`src/pkg/fob_pkg.sv`:
```
package fob_pkg;

    // Clock and counter sizing
    localparam int CLK_PERIOD_NS = 20;
    localparam int CNT_W         = 6;

    // Register byte addresses
    localparam logic [7:0] ADR_BLANK_DEBOUNCE = 8'h00;
    localparam logic [7:0] ADR_THRESHOLD      = 8'h04;
    localparam logic [7:0] ADR_STATUS         = 8'h08;
    localparam logic [7:0] ADR_TRIP_COUNT     = 8'h0c;

    // Field positions inside the blank/debounce register
    localparam int BLANK_LSB = 0;
    localparam int BLANK_W   = 3;
    localparam int DEB_LSB   = 3;
    localparam int DEB_W     = 2;
    localparam int RSV_LSB   = 5;
    localparam int RSV_W     = 3;

    // Field positions inside the threshold register
    localparam int THR_LSB     = 5;
    localparam int THR_W       = 3;
    localparam int THR_POL_BIT = 2;

    // Status register bits
    localparam int ST_TRIP_BIT   = 0;
    localparam int ST_BLANK_BIT  = 1;
    localparam int ST_WATCH_BIT  = 2;
    localparam int ST_STICKY_BIT = 3;

    // Reset values
    localparam logic [DEB_W-1:0]   DEB_RST   = 2'h0;
    localparam logic [BLANK_W-1:0] BLANK_RST = 3'h0;
    localparam logic [THR_W-1:0]   THR_RST   = 3'h0;
    localparam logic [7:0]         TRIP_CNT_RST = 8'h00;

    // Timings in ns
    localparam int DEB_NS   [4] = '{40, 80, 120, 240};
    localparam int BLANK_NS [8] = '{40, 80, 120, 160, 200, 400, 600, 800};

    typedef struct packed {
        logic [THR_W-1:0]   threshold;
        logic [DEB_W-1:0]   debounce;
        logic [BLANK_W-1:0] blank;
    } fob_cfg_t;

    typedef struct packed {
        logic watching;
        logic blanking;
        logic tripped;
    } fob_stat_t;

    typedef enum logic [1:0] {
        FOB_WATCH,
        FOB_BLANK,
        FOB_TRIP
    } fob_state_t;

    // Least time: round up, never below one cycle
    function automatic logic [CNT_W-1:0] fob_ns_to_cycles(input int ns);
        int c;
        c = (ns + CLK_PERIOD_NS - 1) / CLK_PERIOD_NS;
        if (c < 1) begin
            c = 1;
        end
        return c[CNT_W-1:0];
    endfunction

    function automatic logic [CNT_W-1:0] fob_deb_cycles(input logic [DEB_W-1:0] code);
        return fob_ns_to_cycles(DEB_NS[code]);
    endfunction

    function automatic logic [CNT_W-1:0] fob_blank_cycles(input logic [BLANK_W-1:0] code);
        return fob_ns_to_cycles(BLANK_NS[code]);
    endfunction

endpackage

```
`src/logic/fob_overcurrent.sv`:
```
`timescale 1ns/1ps
`default_nettype none
module fob_overcurrent
    import fob_pkg::*;
#(
    parameter int PWM_W = 2
)(
    input  wire logic             clk_i,
    input  wire logic             rst_n_i,
    input  wire logic             wb_cyc_i,
    input  wire logic             wb_stb_i,
    input  wire logic             wb_we_i,
    input  wire logic [7:0]       wb_adr_i,
    input  wire logic [3:0]       wb_sel_i,
    input  wire logic [31:0]      wb_dat_i,
    output logic      [31:0]      wb_dat_o,
    output logic                  wb_ack_o,
    input  wire logic             cycle_start_i,
    input  wire logic             above_limit_i,
    input  wire logic [PWM_W-1:0] pwm_i,
    output logic      [PWM_W-1:0] pwm_o,
    output logic      [THR_W-1:0] current_limit_threshold_o,
    output logic                  sense_negative_o,
    output logic                  overcurrent_trip_o
);

    if (PWM_W < 1 || PWM_W > 32) begin
        $error("PWM_W must be between 1 and 32");
    end

    fob_cfg_t         cfg_reg;
    fob_cfg_t         cfg_next;
    fob_stat_t        stat;
    logic             sticky_reg;
    logic             sticky_next;
    logic [7:0]       trip_cnt_reg;
    logic [7:0]       trip_cnt_next;
    logic             trip_d_reg;
    logic             trip_rise;
    logic [PWM_W-1:0] pwm_reg;
    logic [PWM_W-1:0] pwm_next;
    logic             ack_reg;
    logic             ack_next;
    logic [31:0]      rdat_reg;
    logic [31:0]      rdat_next;
    logic             bus_req;
    logic             bus_wr;
    logic [7:0]       rd_byte;

    fob_qualifier u_qualifier (
        .clk_i         (clk_i),
        .rst_n_i       (rst_n_i),
        .cfg_i         (cfg_reg),
        .cycle_start_i (cycle_start_i),
        .above_limit_i (above_limit_i),
        .stat_o        (stat)
    );

    // Bus decode: one-cycle answer, ack dropped the cycle after
    assign bus_req   = wb_cyc_i && wb_stb_i && !ack_reg;
    assign bus_wr    = bus_req && wb_we_i && wb_sel_i[0];
    assign trip_rise = stat.tripped && !trip_d_reg;

    always_comb begin
        rd_byte = 8'h00;
        unique case (wb_adr_i)
            ADR_BLANK_DEBOUNCE: begin
                rd_byte = {{RSV_W{1'b0}}, cfg_reg.debounce, cfg_reg.blank};
            end
            ADR_THRESHOLD: begin
                rd_byte = {cfg_reg.threshold, 5'h00};
            end
            ADR_STATUS: begin
                rd_byte = {4'h0, sticky_reg, stat.watching, stat.blanking, stat.tripped};
            end
            ADR_TRIP_COUNT: begin
                rd_byte = trip_cnt_reg;
            end
            default: begin
                // Unmapped: acknowledged, reads zero, writes dropped
                rd_byte = 8'h00;
            end
        endcase
    end

    always_comb begin
        ack_next  = bus_req;
        rdat_next = rdat_reg;
        if (bus_req) begin
            rdat_next = {24'h00_0000, rd_byte};
        end
    end

    always_comb begin
        cfg_next = cfg_reg;
        if (bus_wr && wb_adr_i == ADR_BLANK_DEBOUNCE) begin
            // Reserved bits have no storage
            cfg_next.debounce = wb_dat_i[DEB_LSB +: DEB_W];
            cfg_next.blank    = wb_dat_i[BLANK_LSB +: BLANK_W];
        end
        if (bus_wr && wb_adr_i == ADR_THRESHOLD) begin
            cfg_next.threshold = wb_dat_i[THR_LSB +: THR_W];
        end
    end

    // Sticky trip flag: write one to clear, a new trip wins the clash
    always_comb begin
        sticky_next = sticky_reg;
        if (bus_wr && wb_adr_i == ADR_STATUS && wb_dat_i[ST_STICKY_BIT]) begin
            sticky_next = 1'b0;
        end
        if (trip_rise) begin
            sticky_next = 1'b1;
        end
    end

    // Saturating trip counter, any write clears it, a new trip in the same cycle wins and counts up below 8'hff, at 8'hff the write clears it
    always_comb begin
        trip_cnt_next = trip_cnt_reg;
        if (bus_wr && wb_adr_i == ADR_TRIP_COUNT) begin
            trip_cnt_next = TRIP_CNT_RST;
        end
        if (trip_rise && trip_cnt_reg != 8'hff) begin
            trip_cnt_next = 8'(trip_cnt_reg + 1'b1);
        end
    end

    // One register stage costs 20 ns but keeps the outputs glitch free
    always_comb begin
        pwm_next = pwm_i;
        if (stat.tripped) begin
            pwm_next = '0;
        end
    end

    always_ff @(posedge clk_i or negedge rst_n_i) begin
        if (!rst_n_i) begin
            cfg_reg      <= '{threshold: THR_RST, debounce: DEB_RST, blank: BLANK_RST};
            sticky_reg   <= 1'b0;
            trip_cnt_reg <= TRIP_CNT_RST;
            trip_d_reg   <= 1'b0;
            pwm_reg      <= '0;
            ack_reg      <= 1'b0;
            rdat_reg     <= 32'h0000_0000;
        end else begin
            cfg_reg      <= cfg_next;
            sticky_reg   <= sticky_next;
            trip_cnt_reg <= trip_cnt_next;
            trip_d_reg   <= stat.tripped;
            pwm_reg      <= pwm_next;
            ack_reg      <= ack_next;
            rdat_reg     <= rdat_next;
        end
    end

    assign wb_ack_o                  = ack_reg;
    assign wb_dat_o                  = rdat_reg;
    assign pwm_o                     = pwm_reg;
    assign current_limit_threshold_o = cfg_reg.threshold;
    assign sense_negative_o          = cfg_reg.threshold[THR_POL_BIT];
    assign overcurrent_trip_o        = trip_d_reg;

endmodule
`default_nettype wire

```
`src/logic/fob_qualifier.sv`:
```
`timescale 1ns/1ps
`default_nettype none
module fob_qualifier
    import fob_pkg::*;
(
    input  wire logic     clk_i,
    input  wire logic     rst_n_i,
    input  wire fob_cfg_t cfg_i,
    input  wire logic     cycle_start_i,
    input  wire logic     above_limit_i,
    output fob_stat_t     stat_o
);

    fob_state_t       state_reg;
    fob_state_t       state_next;
    logic [CNT_W-1:0] cnt_reg;
    logic [CNT_W-1:0] cnt_next;
    logic [CNT_W-1:0] cnt_inc;

    if (fob_ns_to_cycles(BLANK_NS[7]) >= fob_ns_to_cycles(BLANK_NS[7] + CLK_PERIOD_NS)) begin
        $error("CNT_W too narrow for the longest blanking time");
    end

    always_comb begin
        state_next = state_reg;
        cnt_next   = cnt_reg;
        cnt_inc    = CNT_W'(cnt_reg + 1'b1);
        if (cycle_start_i) begin
            // Turn-on edge opens blanking, also ends a tripped cycle
            state_next = FOB_BLANK;
            cnt_next   = '0;
        end else begin
            unique case (state_reg)
                FOB_BLANK: begin
                    // Comparator not looked at here
                    if (cnt_inc >= fob_blank_cycles(cfg_i.blank)) begin
                        state_next = FOB_WATCH;
                        cnt_next   = '0;
                    end else begin
                        cnt_next = cnt_inc;
                    end
                end
                FOB_WATCH: begin
                    if (!above_limit_i) begin
                        cnt_next = '0;
                    end else if (cnt_inc >= fob_deb_cycles(cfg_i.debounce)) begin
                        state_next = FOB_TRIP;
                        cnt_next   = '0;
                    end else begin
                        cnt_next = cnt_inc;
                    end
                end
                FOB_TRIP: begin
                    // Held until the next turn-on edge
                    state_next = FOB_TRIP;
                end
                default: begin
                    // Unused code falls back to watching
                    state_next = FOB_WATCH;
                    cnt_next   = '0;
                end
            endcase
        end
    end

    always_ff @(posedge clk_i or negedge rst_n_i) begin
        if (!rst_n_i) begin
            state_reg <= FOB_WATCH;
            cnt_reg   <= '0;
        end else begin
            state_reg <= state_next;
            cnt_reg   <= cnt_next;
        end
    end

    assign stat_o.tripped  = (state_reg == FOB_TRIP);
    assign stat_o.blanking = (state_reg == FOB_BLANK);
    assign stat_o.watching = (state_reg == FOB_WATCH);

endmodule
`default_nettype wire

```
`config.mk`:
```
export PLATFORM = sky130hd
export DESIGN_NAME = fob_overcurrent
export DESIGN_NICKNAME = d
export VERILOG_FILES = /design/src/pkg/fob_pkg.sv /design/src/logic/fob_overcurrent.sv /design/src/logic/fob_qualifier.sv
export SDC_FILE = /design/constraint.sdc
export NUM_CORES = 1
export LEC_CHECK = 0
export BUFFER_PORTS_ARGS = -buffer_cell sky130_fd_sc_hd__buf_4
export CORE_ASPECT_RATIO = 1.4
export CORE_MARGIN = 2
export CORE_UTILIZATION = 35
export DETAILED_ROUTE_END_ITERATION = 16
export HOLD_SLACK_MARGIN = 0.12
export PLACE_DENSITY = 0.7
export SLEW_MARGIN = 20
export SYNTH_ARGS = -nofsm -noshare
export SYNTH_HDL_FRONTEND = slang
export SYNTH_SLANG_ARGS = --single-unit
export TNS_END_PERCENT = 5
```
`constraint.sdc`:
```
create_clock -name clk_i -period 6.2 [get_ports clk_i]
set_input_delay 1.24 -clock clk_i [delete_from_list [all_inputs] [get_ports clk_i]]
set_output_delay 1.24 -clock clk_i [all_outputs]
set_load 0.05 [all_outputs]
```
==> reports/summary.txt, run 1 <==
Final core utilization -> 0.416
Routability cong. -> 0.861
Drt via density -> 5.42
Post-synth top area cell -> dfrtp_1
Combinational share of power -> 0.217
Outcome -> complete, no violations
Clk root buf -> clkbuf_16
Detail Placement HPWL -> 6120 um
Crit path from -> cfg_reg[0]
Final Max Tran Viols -> 0
Non-filler cells, final -> 559
WL/cell -> 14.5 um
PwrDens -> 162 mW/mm^2
Sequential area share after synthesis -> 0.273
Final Worst Setup Slack -> 326 ps
CP max-delay cell -> dfrtp_1
Synth Cell Area -> 0.00339 sq mm
ANT nets after route -> 0
WL final -> 8120 um
Crit. End Element -> flop
Leak Pwr -> 1.90 nW
Post-route clock period utilization -> 0.947
Sw Ratio -> 0.292
Final Skew -> 2.83 ps
Filler cells -> 938
Flops & latches, synth -> 37
CP max stage delay -> 430 ps
PortBufs -> 41
Min Clock Period, post-route -> 5870 ps
# Max-Cap Violations -> 0
WS Path Type -> flop to flop
Vias in the first global route -> 2877
Worst-Margin Slew -> 515 ps
Die W -> 87.2 um
H-tree levels -> 2
Worst Setup Start Kind -> flop
Die area -> 0.0105 sq mm
Clock latency on the worst-skew pair -> 280 ps
Area grow syn2layout -> 16.0%
CP Max Fanout -> 22
IO Pins -> 93
Vias post-DR -> 3032
R2R Path Start -> cfg_reg[0]
Count of hold-fix buffers inserted at cts -> 0
Share of cells above drive strength 1 -> 0.194
Gr ovfl total -> 0
Min-Delay Startpoint -> wb_dat_o[4]
Max Clk Rate -> 0.170 GHz
Antenna violations before repair -> 0
First-pass DRT Iterations -> 4
Reg clk slew, reported paths -> 50 ps
Slew margin rel. -> 0.647
Post-synth top flop -> dfrtp_1
Clk pwr share -> 0.388
WP buf/inv -> 4
Top cells by area in the synthesized netlist -> dfrtp_1 27%, ha_1 13%, buf_4 6.0%, o21ai_0 5.6%, nand2_1 5.4%
Critical Path RT -> 6410 ps
Starting Density -> 0.358
CORE AREA -> 0.00946 sq mm
Number of synthesized flops with an enable pin -> 0
Post-Syn Area per Cell -> 8.24 sq um
Core Rows -> 42
Chip Height -> 120 um
Int Pwr -> 452 uW
Max Buffers Root-to-Sink -> 2
Pre-CTS setup slack -> 225 ps
Synth Instances -> 411
Hold Crit Class -> flop to flop
Psw -> 186 uW
Cts bufs inserted -> 5
Gr usage total -> 0.156
TritonCTS clock tree -> yes
Tightest hold margin -> 491 ps
Ys async rst share -> 1.00
Antenna fix cells -> 0
First DRT Iteration DRCs -> 168
Maximum vdd drop -> 144 uV
Delay-heaviest family, CP -> compound AO/OA/AOI/OAI gates
YS warnings -> 0
Inst Count DP -> 548
Clk sinks -> 37
Number of remaining DRC errors -> 0
Hold Vio Cnt, Final -> 0
Synth cell types -> 59
Final setup viols -> 0
First-pass GRT wire length -> 13300 um
Largest net degree at the start of global routing -> 38
NumNets Final -> 537
Post-synth top area share -> 0.273
Worst path arrival time -> 6080 ps
Reg power frac -> 0.395
cell type report:
class,instances,area [sq um],area share
inverter,21,78.8,0.0201
multi-input combinational,332,2240,0.571
sequential,37,926,0.236
timing repair buffer,52,403,0.102
tap,110,138,0.0350
clock buffer,7,143,0.0363
repair_timing:
action	4_1_cts	5_1_grt
setup buffers	0	4
gates resized for setup	0	16
endpoints found under the setup margin	0	7
metrics by stage:
step | total power [mW] | instance area (sq um) | TNS, ps
floorplan | 0.364 | 3470 | 0
finish | 0.639 | 3930 | 0
detailed placement | 0.388 | 3680 | 0
CTS | 0.638 | 3830 | 0
global placement | 0.386 | 3680 | 0
global route | 0.668 | 3930 | -282
cell usage in the layout, fill, tap and decap left out, drive strengths merged, types with 4 or more instances in the layout:
cell,count
a21o,7
a21oi,17
a22oi,7
and2,4
and3,7
buf,52
clkbuf,7
conb,24
dfrtp,37
ha,35
inv,21
mux2,6
mux2i,9
nand2,49
nand2b,9
nand3,11
nor2,34
nor2b,5
nor3,4
nor4,4
o211ai,5
o21ai,39
o22ai,5
xnor2,9
xor2,5
worst min-delay path: stages, from the launching register on:
cell and delay [ps]:
dfrtp_1 350, nand2_1 50, o31ai_1 50
logic make-up after synthesis:
family | after synthesis | share of synthesized area
AOI/OAI and AO/OA | 103 | 0.200
xor gates and xnor gates | 14 | 0.0362
adders and majority gates | 37 | 0.135
buffers and inverters | 65 | 0.108
DFF | 37 | 0.273
muxes | 15 | 0.0465
other | 1 | 0.00111
and+or+nand+nor | 139 | 0.200
per-layer routing:
| layer | share of wire | track usage |
|---|---|---|
| met1 | 0.39 | 0.174 |
| met2 | 0.55 | 0.292 |
| met3 | 0.042 | 0.0246 |
| met4 | 0.019 | 0.0529 |
| met5 | 0 | 0 |
synth_stat cells (3+ instances only):
cell type,count
ha_1,35
and2_1,3
o21ai_0,38
o2111ai_1,3
and3_1,6
a21oi_1,15
o31ai_1,3
inv_1,17
xor2_1,5
a31oi_1,3
a21o_1,7
o211ai_1,5
inv_2,4
nand2_1,49
xnor2_1,9
nor2b_1,4
nand2b_1,9
mux2_2,5
nand3b_1,3
nor4_1,4
nor2_1,34
mux2i_1,9
a22oi_1,7
nor3_1,4
nand3_1,10
buf_4,27
clkbuf_1,9
o22ai_1,3
buf_2,5
dfrtp_1,37
path summary, 6_finish.rpt:
check	to	slack (ps)	cells after the start
worst max-delay path	u_qualifier.cnt_reg[1]	330	30
worst min-delay path	wb_dat_o[4]	490	2
worst max register to register	u_qualifier.cnt_reg[1]	330	30
worst min register to register	wb_dat_o[4]	490	2
max in group asynchronous	wb_dat_o[3]	4960	1
min in group asynchronous	trip_cnt_reg[6]	910	1
power by group through the flow:
| stage | Clock [mW] | Combinational [mW] | Sequential, mW |
|---|---|---|---|
| 2_1_floorplan | 0 | 0.105 | 0.260 |
| 3_3_place_gp | 0 | 0.130 | 0.256 |
| 3_5_place_dp | 0 | 0.132 | 0.256 |
| 4_1_cts | 0.253 | 0.133 | 0.252 |
| 5_1_grt | 0.264 | 0.151 | 0.253 |
| 6_report | 0.248 | 0.139 | 0.252 |
(Power assumes the default switching activity.)
==> inputs of run 2 (changes only) <==
REMOVE_ABC_BUFFERS = 1   (was unset)
==> run 2 against run 1 <==
Net effect: maximum frequency shrank 1.0%; critical path type unchanged; wire length fell by 3.3%; setup slack got worse by 61 ps; clock power rose by 19%; largest cell class unchanged; final area increased by 0.92%; worst hold slack improved by 1.5 ps; sequential power barely moved.
==> reports/summary.txt, run 2 (synthesis gave the netlist of run 1 again) <==
Outcome -> complete, no violations
First-pass GRT wire length -> 12700 um (-4.5%)
Chip Height -> 120 um (unchanged)
PwrDens -> 173 mW/mm^2 (+6.4%)
First DRT Iteration DRCs -> 134 (-20%)
Number of remaining DRC errors -> 0 (unchanged)
CORE AREA -> 0.00946 sq mm (unchanged)
Share of cells above drive strength 1 -> 0.196 (+0.00184)
Vias in the first global route -> 2801 (-2.6%)
Starting Density -> 0.358 (unchanged)
Gr usage total -> 0.147 (-0.00814)
Most frequent cells in the layout -> 57 x buf_4, 49 x nand2_1, 37 x o21ai_0
Psw -> 189 uW (+1.2%)
Pwr Total -> 686 uW (+7.4%)
Post-route clock period utilization -> 0.957 (+0.00981)
Detail Placement HPWL -> 5980 um (-2.2%)
Crit. End Element -> flop
WL final -> 7850 um (-3.3%)
Combinational share of power -> 0.204 (-0.013)
Min Clock Period, post-route -> 5930 ps (+60.8 ps)
CP max-delay cell -> dfrtp_2
Reg clk slew, reported paths -> 50 ps (about the same)
Area grow syn2layout -> 17.1%
Die W -> 87.2 um (unchanged)
# Max-Cap Violations -> 0 (unchanged)
NumNets Final -> 542 (+0.93%)
Largest net degree at the start of global routing -> 38 (unchanged)
Gr ovfl total -> 0 (unchanged)
Clock latency on the worst-skew pair -> 280 ps (about the same)
Routability cong. -> 0.846 (-1.7%)
Reg power frac -> 0.367 (-0.028)
Inst Count DP -> 550 (+0.36%)
Max Clk Rate -> 0.168 GHz (-1.0%)
Critical Path RT -> 6400 ps (about the same)
Final core utilization -> 0.419 (+0.00384)
WL/cell -> 13.9 um (-4.3%)
Drt via density -> 5.30 (-2.3%)
Clk sinks -> 37 (unchanged)
Int Pwr -> 497 uW (+9.9%)
TritonCTS clock tree -> yes
Sw Ratio -> 0.275 (-0.0166)
Final setup viols -> 0 (unchanged)
CP Max Fanout -> 8 (-64%)
Max Buffers Root-to-Sink -> 2 (unchanged)
Final Max Tran Viols -> 0 (unchanged)
Worst path arrival time -> 6130 ps (+50 ps)
Clk pwr share -> 0.429 (+0.041)
Core Rows -> 42 (unchanged)
Worst Setup Start Kind -> flop
Antenna fix cells -> 0 (unchanged)
Vias post-DR -> 2995 (-1.2%)
Die area -> 0.0105 sq mm (unchanged)
Leak Pwr -> 1.93 nW (+1.2%)
Non-filler cells, final -> 565 (+1.1%)
Commonest non-fill, non-tap cell in the layout -> buf_4
H-tree levels -> 2 (unchanged)
Antenna violations before repair -> 0 (unchanged)
CP max stage delay -> 470 ps (+40 ps)
IO Pins -> 93 (unchanged)
Hold Crit Class -> flop to flop
Maximum vdd drop -> 221 uV (+54%)
Final Skew -> 4.25 ps (+1.43 ps)
Hold Vio Cnt, Final -> 0 (unchanged)
ANT nets after route -> 0 (unchanged)
Cts bufs inserted -> 5 (unchanged)
PortBufs -> 41 (unchanged)
First-pass DRT Iterations -> 4 (unchanged)
WS Path Type -> flop to flop
Clk root buf -> clkbuf_16
[run 2: worst paths after layout]
kind | slack, ps | endpoint | cells after the start | from
max reg2reg | 270 | u_qualifier.cnt_reg[0] | 30 | cfg_reg[1]
min reg2reg | 490 | wb_dat_o[1] | 2 | wb_dat_o[1]
min | 490 | wb_dat_o[1] | 2 | wb_dat_o[1]
min in group asynchronous | 930 | trip_cnt_reg[7] | 1 | rst_n_i
max | 270 | u_qualifier.cnt_reg[0] | 30 | cfg_reg[1]
max in group asynchronous | 4920 | cfg_reg[1] | 1 | rst_n_i
[run 2: through the flow]
| stage | worst slack (ps) | area [sq um] | TNS, ps | hold WS [ps] |
|---|---|---|---|---|
| 3_3_place_gp | 244 | 3700 | 0 | 464 |
| 4_1_cts | 86.4 | 3870 | 0 | 492 |
| 3_5_place_dp | 107 | 3700 | 0 | 475 |
| 6_report | 265 | 3970 | 0 | 493 |
| 2_1_floorplan | 183 | 3190 | 0 | 457 |
| 5_1_grt | -36.8 | 3970 | -67.8 | 532 |
[run 2: power by group through the flow]
| stage | clock [mW] | sequential, mW | combinational [mW] |
|---|---|---|---|
| 2_1_floorplan | 0 | 0.261 | 0.0888 |
| 3_3_place_gp | 0 | 0.256 | 0.130 |
| 3_5_place_dp | 0 | 0.256 | 0.133 |
| 4_1_cts | 0.299 | 0.252 | 0.134 |
| 5_1_grt | 0.313 | 0.252 | 0.153 |
| 6_report | 0.294 | 0.252 | 0.140 |
[run 2: timing repair]
item,in CTS,in global routing
buffers inserted,0,7
setup endpoints to repair,0,7
hold buffers,0,0
gates resized for setup,0,8
hold endpoints to repair,0,0
[run 2: final cells by class]
type | instances | area, sq um
flip-flops and latches | 37 | 927
repair buffers | 57 | 428
inverters | 21 | 78.8
clock inverters | 1 | 30.0
clock buffers | 7 | 143
multi-input cells | 332 | 2220
fillers | 942 | 5490
well taps | 110 | 138
[run 2: layer usage]
metal / global-route usage / share of wire
met5: 0 / 0
met1: 0.168 / 0.41
met2: 0.277 / 0.53
met3: 0.0259 / 0.042
met4: 0.0385 / 0.014
[run 2: worst max-delay path: cells and delay by family (launching register included)]
| family | cells | cell delay [ps] |
|---|---|---|
| AO/OA/AOI/OAI | 13 | 2440 |
| XOR/XNOR | 2 | 310 |
| adder cells (fa/ha/maj) | 4 | 1100 |
| buffers and inverters | 3 | 440 |
| flip-flops | 1 | 470 |
| multiplexers | 2 | 470 |
| AND/OR/NAND/NOR | 6 | 610 |
